[src/rtl/pcd_mux_defs.vh]
/*
 * Constants for the port C and port D alternate-function multiplexer.
 * Assumes a single clk_sys domain and a classic Wishbone register slave.
 */
// Notes on behaviour
// - Port C pin 7 feeds the 16-bit timer capture input.
// - External interrupts 1..3 and 5..7 on port D, source 4 on port C pin 7, gated.
// - Port C pin 7 drives the oscillator clock when the clock-out fuse is set.
// - Compare A and B pins also carry the PWM waveforms.
// - Pin-change sources 8..11 on port C pins 6,5,4,2; 12 on port D pin 5.
// - Port C pin 1 is active-low reset while the reset-disable fuse reads 1.
// - As reset pin: pull-up on, driver off, digital input off.
// - Debug fuse programmed and unlocked makes reset pin open-drain debug line.
// - Port C pin 0 can be the oscillator amplifier inverting output.
// - Port D pin 7 is the 8-bit timer external count input.
// - Port D pin 7 is clear-to-send, gating the transmitter under flow control.
// - Port D pin 6 is request-to-send for the receiver under flow control.
// - Serial clock pin direction follows its direction bit.
// - Serial clock pin is active only in synchronous mode.
// - Transmitter enabled forces the transmit pin to output.
// - Receiver enabled forces the receive pin to input.
// - Forced receive input keeps its pull-up under the port data bit.
// - Port D pin 2 to comparator negative, pin 1 to positive.
`ifndef PCD_MUX_DEFS_VH
`define PCD_MUX_DEFS_VH
`define PCD_ADR_PORTC_OUT 8'h00
`define PCD_ADR_PORTC_DIR 8'h04
`define PCD_ADR_PORTD_OUT 8'h08
`define PCD_ADR_PORTD_DIR 8'h0C
`define PCD_ADR_CTRL      8'h10
`define PCD_ADR_PIN_C     8'h14
`define PCD_ADR_PIN_D     8'h18
`define PCD_CTRL_RST      8'h00
`define PCD_CTRL_PUD      0
`define PCD_CTRL_TIMER16_MATCH_A_OUT_EN  1
`define PCD_CTRL_TIMER16_MATCH_B_OUT_EN  2
`define PCD_CTRL_TXEN     3
`define PCD_CTRL_RXEN     4
`define PCD_CTRL_SYNC     5
`define PCD_CTRL_FLOW     6
`define PCD_CTRL_XTAL     7
`endif

[src/rtl/pcd_mux.v]
/*
 * Alternate-function multiplexer for port C and port D pins with a
 * classic Wishbone register slave holding port and control bits.
 * Alternate functions override the port registers pin by pin, and
 * every pin and peripheral output is taken one flop after its cause.
 * Assumes all inputs are synchronous to clk_sys; fuses are static levels.
 */
`timescale 1ns/100ps
`include "pcd_mux_defs.vh"
module pcd_mux (
	input  wire        clk_sys,
	input  wire        rst,
	input  wire [7:0]  wb_adr_i,
	input  wire [31:0] wb_dat_i,
	output reg  [31:0] wb_dat_o,
	input  wire        wb_we_i,
	input  wire [3:0]  wb_sel_i,
	input  wire        wb_cyc_i,
	input  wire        wb_stb_i,
	output reg         wb_ack_o,
	input  wire        wb_err_unused,
	input  wire [7:0]  portc_pin_i,
	output reg  [7:0]  portc_pin_o,
	output reg  [7:0]  portc_pin_oe,
	output reg  [7:0]  portc_pullup,
	input  wire [7:0]  portd_pin_i,
	output reg  [7:0]  portd_pin_o,
	output reg  [7:0]  portd_pin_oe,
	output reg  [7:0]  portd_pullup,
	input  wire        clkout_fuse,
	input  wire        reset_pin_disable_fuse,
	input  wire        debug_line_enable_fuse,
	input  wire        lock_bits_unprog,
	input  wire        osc_clock,
	input  wire        osc_amp_inverting,
	input  wire        timer16_match_a,
	input  wire        timer16_match_b,
	input  wire        serial_tx_data,
	input  wire        serial_clock_gen,
	input  wire        rts_level,
	input  wire        debug_tx_low,
	input  wire [7:0]  ext_irq_en,
	input  wire [12:8] pin_change_en,
	output reg         timer16_capture_in,
	output reg  [7:0]  ext_irq_in,
	output reg  [12:8] pin_change_in,
	output reg         ext_reset_n,
	output reg         debug_rx,
	output reg         timer8_count_in,
	output reg         serial_tx_allow,
	output reg         serial_rx_data,
	output reg         serial_sync_clock_in,
	output reg         comparator_pos_in,
	output reg         comparator_neg_in
);

////////////////////////////////////////////////////////////////////////////
// Registers reached over Wishbone.

reg [7:0] portc_out_r;
reg [7:0] portc_dir_r;
reg [7:0] portd_out_r;
reg [7:0] portd_dir_r;
reg [7:0] ctrl_r;
wire      req = wb_cyc_i & wb_stb_i & ~wb_ack_o;
wire      wr  = req & wb_we_i & wb_sel_i[0];
wire      wr_pc_out = wr & (wb_adr_i == `PCD_ADR_PORTC_OUT);
wire      wr_pc_dir = wr & (wb_adr_i == `PCD_ADR_PORTC_DIR);
wire      wr_pd_out = wr & (wb_adr_i == `PCD_ADR_PORTD_OUT);
wire      wr_pd_dir = wr & (wb_adr_i == `PCD_ADR_PORTD_DIR);
wire      wr_ctrl   = wr & (wb_adr_i == `PCD_ADR_CTRL);
reg [7:0] rd_nxt;

////////////////////////////////////////////////////////////////////////////
// Read data selection.

always @* begin
	if (wb_adr_i == `PCD_ADR_PORTC_OUT) begin
		rd_nxt = portc_out_r;
	end else if (wb_adr_i == `PCD_ADR_PORTC_DIR) begin
		rd_nxt = portc_dir_r;
	end else if (wb_adr_i == `PCD_ADR_PORTD_OUT) begin
		rd_nxt = portd_out_r;
	end else if (wb_adr_i == `PCD_ADR_PORTD_DIR) begin
		rd_nxt = portd_dir_r;
	end else if (wb_adr_i == `PCD_ADR_CTRL) begin
		rd_nxt = ctrl_r;
	end else if (wb_adr_i == `PCD_ADR_PIN_C) begin
		rd_nxt = portc_pin_i & 8'hF7;
	end else if (wb_adr_i == `PCD_ADR_PIN_D) begin
		rd_nxt = portd_pin_i;
	end else begin
		rd_nxt = 8'h00;
	end
end

always @(posedge clk_sys or posedge rst) begin
	if (rst) begin
		wb_ack_o <= 1'b0;
		wb_dat_o <= 32'h0000_0000;
	end else begin
		wb_ack_o <= req;
		if (req) begin
			wb_dat_o <= {24'h00_0000, rd_nxt};
		end
	end
end

////////////////////////////////////////////////////////////////////////////
// Port and control registers.

always @(posedge clk_sys or posedge rst) begin
	if (rst) begin
		portc_out_r <= 8'h00;
		portc_dir_r <= 8'h00;
		portd_out_r <= 8'h00;
		portd_dir_r <= 8'h00;
		ctrl_r      <= `PCD_CTRL_RST;
	end else begin
		if (wr_pc_out) begin
			portc_out_r <= wb_dat_i[7:0] & 8'hF7;
		end
		if (wr_pc_dir) begin
			portc_dir_r <= wb_dat_i[7:0] & 8'hF7;
		end
		if (wr_pd_out) begin
			portd_out_r <= wb_dat_i[7:0];
		end
		if (wr_pd_dir) begin
			portd_dir_r <= wb_dat_i[7:0];
		end
		if (wr_ctrl) begin
			ctrl_r <= wb_dat_i[7:0];
		end
	end
end

////////////////////////////////////////////////////////////////////////////
// Override signals per pin.

wire pud  = ctrl_r[`PCD_CTRL_PUD];
wire txen = ctrl_r[`PCD_CTRL_TXEN];
wire rxen = ctrl_r[`PCD_CTRL_RXEN];
wire sync = ctrl_r[`PCD_CTRL_SYNC];
wire flow = ctrl_r[`PCD_CTRL_FLOW];
wire rst_pin = reset_pin_disable_fuse;
wire dbg_pin = debug_line_enable_fuse & lock_bits_unprog;

reg [7:0] c_pullup_override_en;
reg [7:0] c_puov;
reg [7:0] c_direction_override_en;
reg [7:0] c_ddov;
reg [7:0] c_out_value_override_en;
reg [7:0] c_pvov;
reg [7:0] c_input_en_override_en;
reg [7:0] c_dieov;
reg [7:0] d_pullup_override_en;
reg [7:0] d_puov;
reg [7:0] d_direction_override_en;
reg [7:0] d_ddov;
reg [7:0] d_out_value_override_en;
reg [7:0] d_pvov;
reg [7:0] d_input_en_override_en;
reg [7:0] d_dieov;

always @* begin
	c_pullup_override_en = 8'h00;
	c_puov = 8'h00;
	c_direction_override_en = 8'h00;
	c_ddov = 8'h00;
	c_out_value_override_en = 8'h00;
	c_pvov = 8'h00;
	c_input_en_override_en = 8'h00;
	c_input_en_override_en[7] = ext_irq_en[4];
	c_input_en_override_en[6] = pin_change_en[8];
	c_input_en_override_en[5] = pin_change_en[9];
	c_input_en_override_en[4] = pin_change_en[10];
	c_input_en_override_en[2] = pin_change_en[11];
	c_dieov = 8'hF4;
	c_out_value_override_en[6] = ctrl_r[`PCD_CTRL_TIMER16_MATCH_A_OUT_EN];
	c_pvov[6] = timer16_match_a;
	c_out_value_override_en[5] = ctrl_r[`PCD_CTRL_TIMER16_MATCH_B_OUT_EN];
	c_pvov[5] = timer16_match_b;
	c_out_value_override_en[7] = clkout_fuse;
	c_pvov[7] = osc_clock;
	c_direction_override_en[7] = clkout_fuse;
	c_ddov[7] = 1'b1;
	c_direction_override_en[0] = ctrl_r[`PCD_CTRL_XTAL];
	c_ddov[0] = 1'b1;
	c_out_value_override_en[0] = ctrl_r[`PCD_CTRL_XTAL];
	c_pvov[0] = osc_amp_inverting;
	if (dbg_pin) begin
		c_pullup_override_en[1] = 1'b1;
		c_puov[1] = 1'b1;
		c_direction_override_en[1] = 1'b1;
		c_ddov[1] = debug_tx_low;
		c_out_value_override_en[1] = 1'b1;
		c_pvov[1] = 1'b0;
		c_input_en_override_en[1] = 1'b1;
		c_dieov[1] = 1'b1;
	end else if (rst_pin) begin
		c_pullup_override_en[1] = 1'b1;
		c_puov[1] = 1'b1;
		c_direction_override_en[1] = 1'b1;
		c_ddov[1] = 1'b0;
		c_input_en_override_en[1] = 1'b1;
		c_dieov[1] = 1'b0;
	end
end

////////////////////////////////////////////////////////////////////////////
// Port D overrides.

always @* begin
	d_pullup_override_en = 8'h00;
	d_puov = 8'h00;
	d_direction_override_en = 8'h00;
	d_ddov = 8'h00;
	d_out_value_override_en = 8'h00;
	d_pvov = 8'h00;
	d_input_en_override_en = 8'h00;
	d_input_en_override_en[7] = ext_irq_en[7] | flow;
	d_input_en_override_en[6] = ext_irq_en[6];
	d_input_en_override_en[5] = pin_change_en[12];
	d_input_en_override_en[4] = ext_irq_en[5];
	d_input_en_override_en[3] = ext_irq_en[3];
	d_input_en_override_en[2] = ext_irq_en[2];
	d_input_en_override_en[1] = ext_irq_en[1];
	d_dieov = 8'hFF;
	d_pullup_override_en[7] = flow;
	d_puov[7] = portd_out_r[7] & ~pud;
	d_direction_override_en[7] = flow;
	d_pullup_override_en[6] = flow;
	d_direction_override_en[6] = flow;
	d_ddov[6] = 1'b1;
	d_out_value_override_en[6] = flow;
	d_pvov[6] = rts_level;
	d_out_value_override_en[5] = sync & portd_dir_r[5];
	d_pvov[5] = serial_clock_gen;
	d_pullup_override_en[3] = txen;
	d_direction_override_en[3] = txen;
	d_ddov[3] = 1'b1;
	d_out_value_override_en[3] = txen;
	d_pvov[3] = serial_tx_data;
	d_pullup_override_en[2] = rxen;
	d_puov[2] = portd_out_r[2] & ~pud;
	d_direction_override_en[2] = rxen;
end

////////////////////////////////////////////////////////////////////////////
// Per-pin substitution of overrides, registered onto the pins.

genvar i;
generate
	for (i = 0; i < 8; i = i + 1) begin : g_pin_c
		always @(posedge clk_sys or posedge rst) begin
			if (rst) begin
				portc_pin_o[i]  <= 1'b0;
				portc_pin_oe[i] <= 1'b0;
				portc_pullup[i] <= 1'b0;
			end else begin
				portc_pin_oe[i] <= c_direction_override_en[i] ? c_ddov[i] : portc_dir_r[i];
				portc_pin_o[i]  <= c_out_value_override_en[i] ? c_pvov[i] : portc_out_r[i];
				portc_pullup[i] <= c_pullup_override_en[i] ? c_puov[i] :
					(~portc_dir_r[i] & portc_out_r[i] & ~pud);
			end
		end
	end
endgenerate

////////////////////////////////////////////////////////////////////////////
// Port D pins.

generate
	for (i = 0; i < 8; i = i + 1) begin : g_pin_d
		always @(posedge clk_sys or posedge rst) begin
			if (rst) begin
				portd_pin_o[i]  <= 1'b0;
				portd_pin_oe[i] <= 1'b0;
				portd_pullup[i] <= 1'b0;
			end else begin
				portd_pin_oe[i] <= d_direction_override_en[i] ? d_ddov[i] : portd_dir_r[i];
				portd_pin_o[i]  <= d_out_value_override_en[i] ? d_pvov[i] : portd_out_r[i];
				portd_pullup[i] <= d_pullup_override_en[i] ? d_puov[i] :
					(~portd_dir_r[i] & portd_out_r[i] & ~pud);
			end
		end
	end
endgenerate

////////////////////////////////////////////////////////////////////////////
// Inputs toward the peripherals.

wire [7:0] c_in = portc_pin_i & (c_input_en_override_en & c_dieov);
wire [7:0] d_in = portd_pin_i & (d_input_en_override_en & d_dieov);

always @(posedge clk_sys or posedge rst) begin
	if (rst) begin
		timer16_capture_in <= 1'b0;
		ext_irq_in         <= 8'h00;
		pin_change_in      <= 5'h00;
	end else begin
		timer16_capture_in <= portc_pin_i[7];
		ext_irq_in[7]      <= portd_pin_i[7] & ext_irq_en[7];
		ext_irq_in[6]      <= d_in[6];
		ext_irq_in[5]      <= d_in[4];
		ext_irq_in[4]      <= c_in[7];
		ext_irq_in[3]      <= d_in[3];
		ext_irq_in[2]      <= d_in[2];
		ext_irq_in[1]      <= d_in[1];
		ext_irq_in[0]      <= 1'b0;
		pin_change_in[12]  <= d_in[5];
		pin_change_in[11]  <= c_in[2];
		pin_change_in[10]  <= c_in[4];
		pin_change_in[9]   <= c_in[5];
		pin_change_in[8]   <= c_in[6];
	end
end

////////////////////////////////////////////////////////////////////////////
// Reset and debug line inputs.

always @(posedge clk_sys or posedge rst) begin
	if (rst) begin
		ext_reset_n <= 1'b1;
		debug_rx    <= 1'b1;
	end else begin
		ext_reset_n <= ~(rst_pin & ~dbg_pin) | portc_pin_i[1];
		debug_rx    <= ~dbg_pin | portc_pin_i[1];
	end
end

////////////////////////////////////////////////////////////////////////////
// Timer, serial and comparator inputs.

always @(posedge clk_sys or posedge rst) begin
	if (rst) begin
		timer8_count_in      <= 1'b0;
		serial_tx_allow      <= 1'b1;
		serial_rx_data       <= 1'b1;
		serial_sync_clock_in <= 1'b0;
		comparator_pos_in    <= 1'b0;
		comparator_neg_in    <= 1'b0;
	end else begin
		timer8_count_in <= portd_pin_i[7];
		serial_tx_allow <= ~flow | ~portd_pin_i[7];
		serial_rx_data <= portd_pin_i[2];
		serial_sync_clock_in <= sync & ~portd_dir_r[5] & portd_pin_i[5];
		comparator_pos_in <= portd_pin_i[1];
		comparator_neg_in <= portd_pin_i[2];
	end
end

endmodule

[config.mk]
export PLATFORM = sky130hd
export DESIGN_NAME = pcd_mux
export DESIGN_NICKNAME = d
export VERILOG_FILES = /design/src/rtl/pcd_mux.v
export VERILOG_INCLUDE_DIRS = /design/src /design/src/rtl
export SDC_FILE = /design/constraint.sdc
export NUM_CORES = 1
export LEC_CHECK = 0
export BUFFER_PORTS_ARGS = -buffer_cell sky130_fd_sc_hd__buf_2
export CORE_UTILIZATION = 35
export CTS_CLUSTER_DIAMETER = 120
export CTS_CLUSTER_SIZE = 20
export DETAILED_ROUTE_END_ITERATION = 8
export GPL_ROUTABILITY_DRIVEN = 1
export SETUP_SLACK_MARGIN = 0.1
export SYNTH_ARGS = -nofsm -noshare
export SYNTH_HDL_FRONTEND = slang
export SYNTH_SLANG_ARGS = --single-unit
[constraint.sdc]
create_clock -name clk_sys -period 3.3 [get_ports clk_sys]
set_input_delay 0.495 -clock clk_sys [delete_from_list [all_inputs] [get_ports clk_sys]]
set_output_delay 0.495 -clock clk_sys [all_outputs]
set_load 0.05 [all_outputs]
==> metrics.md, run 1 <==
| Metric | Value |
|---|---|
| Status | completed |
| DR pass1 iterations | 4 |
| CTS Sinks | 113 |
| Fin Clk Skew | 3.17 ps |
| Grt peak-use layer | met2 |
| Worst-Skew Late Latency | 410 ps |
| Synth Area in XOR/XNOR | 0% |
| TritonCTS clock tree | yes |
| Largest stage delay on the critical path | 710 ps |
| I/O pins | 194 |
| Core Area | 12700 um2 |
| Worst-path fanout max | 14 |
| Worst slew pin tran | 820 ps |
| Total power | 0.00364 W |
| Post-route worst setup slack | 1090 ps |
| Syn Std Cell Area | 4620 um2 |
| Largest net degree at the start of global routing | 114 |
| Layout area overhead | 29.7% |
| Syn Area/Cell | 13.4 um2 |
| Crit path kind | primary input to register |
| Met1 usage | 20.6% |
| Peak Freq | 0.452 GHz |
| Synth unique cells | 39 |
| Vias per cell | 4.55 |
| R2R Setup Slk | 1110 ps |
| TNS Setup | 0 ps |
| CP bufs+invs | 1 |
| Root buffer cell | clkbuf_16 |
| CP startpoint | wb_adr_i[3] |
| Reg2Reg Depth | 4 |
| YS warnings | 0 |
| Final Core Density | 47.1% |
| GRT Residual Overflow | 0 |
| # placed instances | 641 |
| Max_slew headroom | 45.3% |
| Met3 usage | 6.69% |
| Pwr per Cell Area | 608 nW/um2 |
| Tmin final | 2210 ps |
| Worst-path clk slew | 50 ps |
| Site row count | 41 |
| Sequential fraction of the synthesis area | 61.3% |
| Antenna Cells | 0 |
| Synthesized flop and latch total | 113 |
| FF-to-FF Start | wb_ack_o |
| Worst reg2reg endpoint | portc_out_r[7] |
| Via Count | 3060 |
| Lkg Pwr | 3.21 nW |
| Termination of the worst setup path | portc_out_r[7] |
| Post-synthesis adder-cell area fraction | 0% |
| WP data arrival | 2500 ps |
| Post-place setup slack | 652 ps |
| Height of the chip | 117 um |
| Post CTS Setup Buffer Count | 0 |
| Synth Area in Simple Gates | 12.2% |
| First-pass GRT wire length | 16000 um |
| Die area | 13700 um2 |
| Vias in the first global route | 2969 |
| Finished Layout Cells | 672 |
| Htree depth | 4 |
| Port bufs | 135 |
| Die X | 117 um |
| Slew Limit Fails | 0 |
| Hold Violations, Final | 0 |
| 1st-iter DRT viols | 195 |
| Initial antenna violation count | 0 |
| # Max-Cap Violations | 0 |
| Crit path max-delay family | simple AND/OR/NAND/NOR gates |
| Final RePlAce weighted congestion | 0.737 |
| Hold WC Path Type | primary input to register |
| Post-route ant nets | 0 |
| Post-Syn Instances | 345 |
| DRC | 0 |
| RSZ-0062 raised after global routing | no |
| Crit path launch type | primary input |
| Post-DP HPWL | 7370 um |
| Levels on crit path | 5 |
| Wirelength per Cell | 16.0 um |
| Starting utilization of the core area | 36.3% |
| Largest family of logic cells by synthesized area | multiplexers |
| Nets | 579 |
| Met2 usage | 26.0% |
| CP endpoint kind | register |
| Layout cells sized above 1 | 47.6% |
| IR drop worst, VDD | 0.274 mV |
| Critical path's slowest cell | or4_1 |
| CTS Buf Count | 17 |
| Post-Route WL | 10800 um |
| Deepest clock path buffer count | 2 |
| Synth Area in Compound Gates | 4.44% |
| Req. time, crit path | 3590 ps |
| Setup violation total in the final timing report | 0 |
| Mux cell area share after synthesis | 14.8% |
| CTS hold repair buffers | 0 |
| # resized after CTS | 0 |
| GRT Total Usage | 16.8% |
| CP cell instances | buf_2 > or4_1 > nor4_4 > and2b_1 > mux2_2 |
| Tcrit/Tclk final | 67.0% |
[per-stage QoR]
stage	area [um2]	hold slack [ps]
global placement	5370	398
CTS	5990	191
global route	5990	194
floorplan	4720	379
finish	5990	207
detailed placement	5370	408
[synth_stat cells]
master      n  area, um2
dfrtp_1   109       2730
mux2_2     43        484
buf_4      31        233
nand2_1    15       56.3
nor3b_1    15        113
and2_1     13       81.3
nor2_1     11       41.3
nor2b_1    10       62.6
inv_1       9       33.8
o21ai_0     8       40.0
mux2_4      7        105
o22ai_1     7       43.8
or2_2       7       43.8
a22oi_1     6       45.0
clkbuf_1    6       22.5
mux2i_1     6       60.1
o211ai_1    6       45.0
buf_2       4       20.0
dfstp_2     4        105
nand3b_1    4       30.0
nor3_1      3       15.0
and3_1      2       12.5
buf_6       2       22.5
nor4_4      2       42.5
a21oi_1     1       5.00
a221o_1     1       10.0
a31oi_1     1       6.26
a32o_1      1       10.0
and2b_1     1       7.51
and3b_1     1       8.76
conb_1      1       3.75
mux2_1      1       11.3
mux4_2      1       22.5
nand2_2     1       6.26
nand3_1     1       5.00
or3_2       1       7.51
or3_4       1       11.3
or4_1       1       7.51
or4b_1      1       10.0
[metal layers]
metal / vias up / routed length (um) / part of all wire [%]
met1: 1500 / 4670 / 43
met3: 19 / 692 / 6.4
met4: 0 / 221 / 2.0
li1: 1421 / - / -
met2: 120 / 5200 / 48
met5: - / 0 / 0
[placed cells by master, fill, tap and decap left out, types with 2 or more instances in the layout]
master	n
dfstp_2	4
nor4_4	2
and3_1	2
mux2i_1	6
bufinv_16	5
clkinv_2	7
or2_2	7
and2_1	13
mux2_2	43
clkbuf_16	17
buf_4	4
nor3_1	3
buf_2	135
inv_1	8
dfrtp_1	109
o211ai_1	6
conb_1	28
nand2_1	15
mux2_4	7
o21ai_0	8
clkinvlp_4	2
a22oi_1	6
nor3b_1	15
nor2b_1	10
nand3b_1	4
o22ai_1	7
nor2_1	11
[worst register-to-register path: cells and delay by family, from the launching register on]
kind / cells / cell delay, ps
flops: 1 / 370
simple gates: 3 / 1320
mux: 1 / 390
[final cells by class]
type                    count  area (um2)
inverters                   9        37.5
well taps                 172         215
fillers                  1185        6730
clock buffers              18         429
multi-input cells         207        1560
flip-flops and latches    113        2830
repair buffers            140         726
clock inverters            13         193
[report_power, final]
group | switching [W] | total, W | internal (W)
Combinational | 0.000230 | 0.000300 | 0.0000699
Sequential | 0.00000934 | 0.00142 | 0.00141
Clock | 0.000599 | 0.00192 | 0.00132
Total | 0.000838 | 0.00364 | 0.00280
[flip-flops by register name, indices dropped and copies added, names as in the netlist, 8 cells and up]
| signal | cells |
|---|---|
| portd_out_r | 8 |
| portd_pin_oe | 8 |
| portd_pullup | 8 |
| portd_dir_r | 8 |
| ctrl_r | 8 |
| portd_pin_o | 8 |
| wb_dat_o | 8 |
[worst min path at each step]
| stage | from | to | depth (start not counted) |
|---|---|---|---|
| after floorplan | portd_out_r[7] | portd_pin_o[7] | 0 |
| after global placement | portd_out_r[4] | portd_pin_o[4] | 0 |
| after detailed placement | portd_out_r[2] | portd_pin_o[2] | 0 |
| after CTS | portd_pin_i[2] | serial_rx_data | 1 |
| after global routing | portd_pin_i[2] | serial_rx_data | 1 |
| final | portd_pin_i[2] | serial_rx_data | 1 |
[logic make-up (layout without fill, tap and decap cells)]
kind of cell / after synthesis / after routing
multiplexers: 58 / 58
AND/OR/NAND/NOR: 90 / 90
flip-flops: 113 / 113
other: 1 / 28
buffers and inverters: 52 / 180
AO/OA/AOI/OAI: 31 / 31
(Power assumes the default switching activity.)
==> run 2, diff against run 1 <==
==> constraint.sdc (replaced) <==
create_clock -name clk_sys -period 2.2 [get_ports clk_sys]
set_input_delay 0.33 -clock clk_sys [delete_from_list [all_inputs] [get_ports clk_sys]]
set_output_delay 0.33 -clock clk_sys [all_outputs]
set_load 0.05 [all_outputs]
==> run 2 against run 1 <==
  * Utilization rose by 1.0 points
  * Clock skew increased by 3.9 ps
  * First-iteration DRC count shrank 8.2%
  * Sequential power grew 50%
  * Combinational power is 53% higher
  * Final cell count rose by 1.9%
==> metrics.md, run 2 (same netlist as run 1, synthesis figures left out) <==
| Metric | Value |
|---|---|
| CTS Sinks | 113 (unchanged) |
| Post CTS Setup Buffer Count | 0 (unchanged) |
| RSZ-0062 raised after global routing | no (unchanged) |
| Hold WC Path Type | primary input to register (unchanged) |
| Initial antenna violation count | 0 (unchanged) |
| Wirelength per Cell | 16.0 um (about the same) |
| Deepest clock path buffer count | 2 (unchanged) |
| Slew Limit Fails | 0 (unchanged) |
| CTS hold repair buffers | 0 (unchanged) |
| WP data arrival | 2260 ps (was 2500 ps) |
| CP endpoint kind | register (unchanged) |
| Status | completed (unchanged) |
| Worst-path fanout max | 7 (was 14) |
| Post-DP HPWL | 7690 um (was 7370 um) |
| Root buffer cell | clkbuf_16 (unchanged) |
| Die area | 13700 um2 (unchanged) |
| I/O pins | 194 (unchanged) |
| Worst-path clk slew | 50 ps (about the same) |
| Post-route ant nets | 0 (unchanged) |
| TritonCTS clock tree | yes (unchanged) |
| Site row count | 41 (unchanged) |
| Vias per cell | 4.54 (was 4.55) |
| # resized after CTS | 0 (unchanged) |
| # Max-Cap Violations | 0 (unchanged) |
| Nets | 591 (was 579) |
| First-pass GRT wire length | 16400 um (was 16000 um) |
| Max_slew headroom | 60.1% (was 45.3%) |
| Worst slew pin tran | 599 ps (was 820 ps) |
| Post-place setup slack | 139 ps (was 652 ps) |
| Height of the chip | 117 um (unchanged) |
| Lkg Pwr | 3.28 nW (was 3.21 nW) |
| DR pass1 iterations | 4 (unchanged) |
| Htree depth | 4 (unchanged) |
| Commonest non-fill, non-tap cells in the layout | buf_2, dfrtp_1, mux2_2, conb_1, clkbuf_16 (unchanged) |
| Starting utilization of the core area | 36.3% (unchanged) |
| DRC | 0 (unchanged) |
| 1st-iter DRT viols | 179 (was 195) |
| Crit path launch type | register (was primary input) |
| Layout area overhead | 32.5% (was 29.7%) |
| Core Area | 12700 um2 (unchanged) |
| Setup violation total in the final timing report | 0 (unchanged) |
| Commonest non-fill, non-tap cell in the layout | buf_2 (unchanged) |
| IR drop worst, VDD | 0.434 mV (was 0.274 mV) |
| Fin Clk Skew | 7.06 ps (was 3.17 ps) |
| Post-route worst setup slack | 270 ps (was 1090 ps) |
| Port bufs | 135 (unchanged) |
| FILL cells | 1193 (was 1185) |
| Layout cells sized above 1 | 48.9% (was 47.6%) |
| GRT Total Usage | 16.8% (about the same) |
| Die X | 117 um (unchanged) |
| Antenna Cells | 0 (unchanged) |
| Final RePlAce weighted congestion | 0.761 (was 0.737) |
| CTS Buf Count | 17 (unchanged) |
| Tmin final | 1930 ps |
| Largest net degree at the start of global routing | 114 (unchanged) |
| Peak Freq | 0.518 GHz |
| Req. time, crit path | 2530 ps (was 3590 ps) |
| Post-Route WL | 11000 um (was 10800 um) |
| GRT Residual Overflow | 0 (unchanged) |
| Vias in the first global route | 3072 (was 2969) |
| Via Count | 3112 (was 3060) |
| Pwr per Cell Area | 898 nW/um2 (was 608 nW/um2) |
| Worst-Skew Late Latency | 400 ps (was 410 ps) |
| Hold Violations, Final | 0 (unchanged) |
| Tcrit/Tclk final | 87.7% |
| Crit path kind | register to register (was primary input to register) |
| TNS Setup | 0 ps (unchanged) |
## run 2: changes by cell type in the layout (fill, tap and decap cells not counted), sizes merged
| cell | before | now |
|---|---|---|
| buf | 140 | 152 |
| clkbuf | 18 | 22 |
| clkinv | 7 | 4 |
| bufinv | 5 | 4 |
| clkinvlp | 2 | 3 |
## run 2: path summary, 6_finish.rpt
kind | to | start | slack [ps] | cells past startpoint
worst max-delay path | wb_dat_o[3] | wb_ack_o | 270 | 5
worst min register to register | portc_pin_o[2] | portc_out_r[2] | 420 | 0
max in group asynchronous | ctrl_r[3] | rst | 1650 | 3
worst min-delay path | serial_rx_data | portd_pin_i[2] | 60 | 1
worst max register to register | wb_dat_o[3] | wb_ack_o | 270 | 5
min in group asynchronous | portd_pin_o[2] | rst | 110 | 3
## run 2: stage by stage
stage	util (%)	cell area [um2]	hold slack [ps]	cells	total power [W]
after floorplan	-	4720	334	372	0.00253
after global placement	43.1	5480	399	653	0.00262
after detailed placement	43.1	5480	409	653	0.00263
after CTS	48.1	6120	45.1	685	0.00557
after global routing	48.1	6120	45.3	685	0.00571
final	48.1	6120	59.8	685	0.00550
## run 2: per-layer routing
layer	vias up	global-route usage [%]	share of wire, %
met5	-	0	0
met4	0	7.09	1.4
met3	11	4.27	5.4
met2	105	27.3	49
met1	1554	21.5	44
li1	1442	-	-
## run 2: critical path: stages (launching register included)
cell	delay [ps]
dfrtp_1	400
nand3b_1	320
buf_4	260
or3_2	500
nor3_1	190
a32o_1	190
## run 2: where the power goes
part / switching, W / internal [W] / total, W / leakage, nW
sequential: 0.0000135 / 0.00212 / 0.00213 / 1.53
clock: 0.000901 / 0.00201 / 0.00291 / 0.312
combinational: 0.000350 / 0.000110 / 0.000460 / 1.43
## run 2: final cells by class
| class | count | area [um2] | area share, % |
|---|---|---|---|
| Tap cell | 172 | 215 | 3.52 |
| Sequential cell | 113 | 2830 | 46.3 |
| Clock inverter | 10 | 155 | 2.53 |
| Timing Repair Buffer | 152 | 841 | 13.7 |
| Inverter | 9 | 37.5 | 0.613 |
| Multi-Input combinational cell | 207 | 1560 | 25.4 |
| Clock buffer | 22 | 484 | 7.91 |
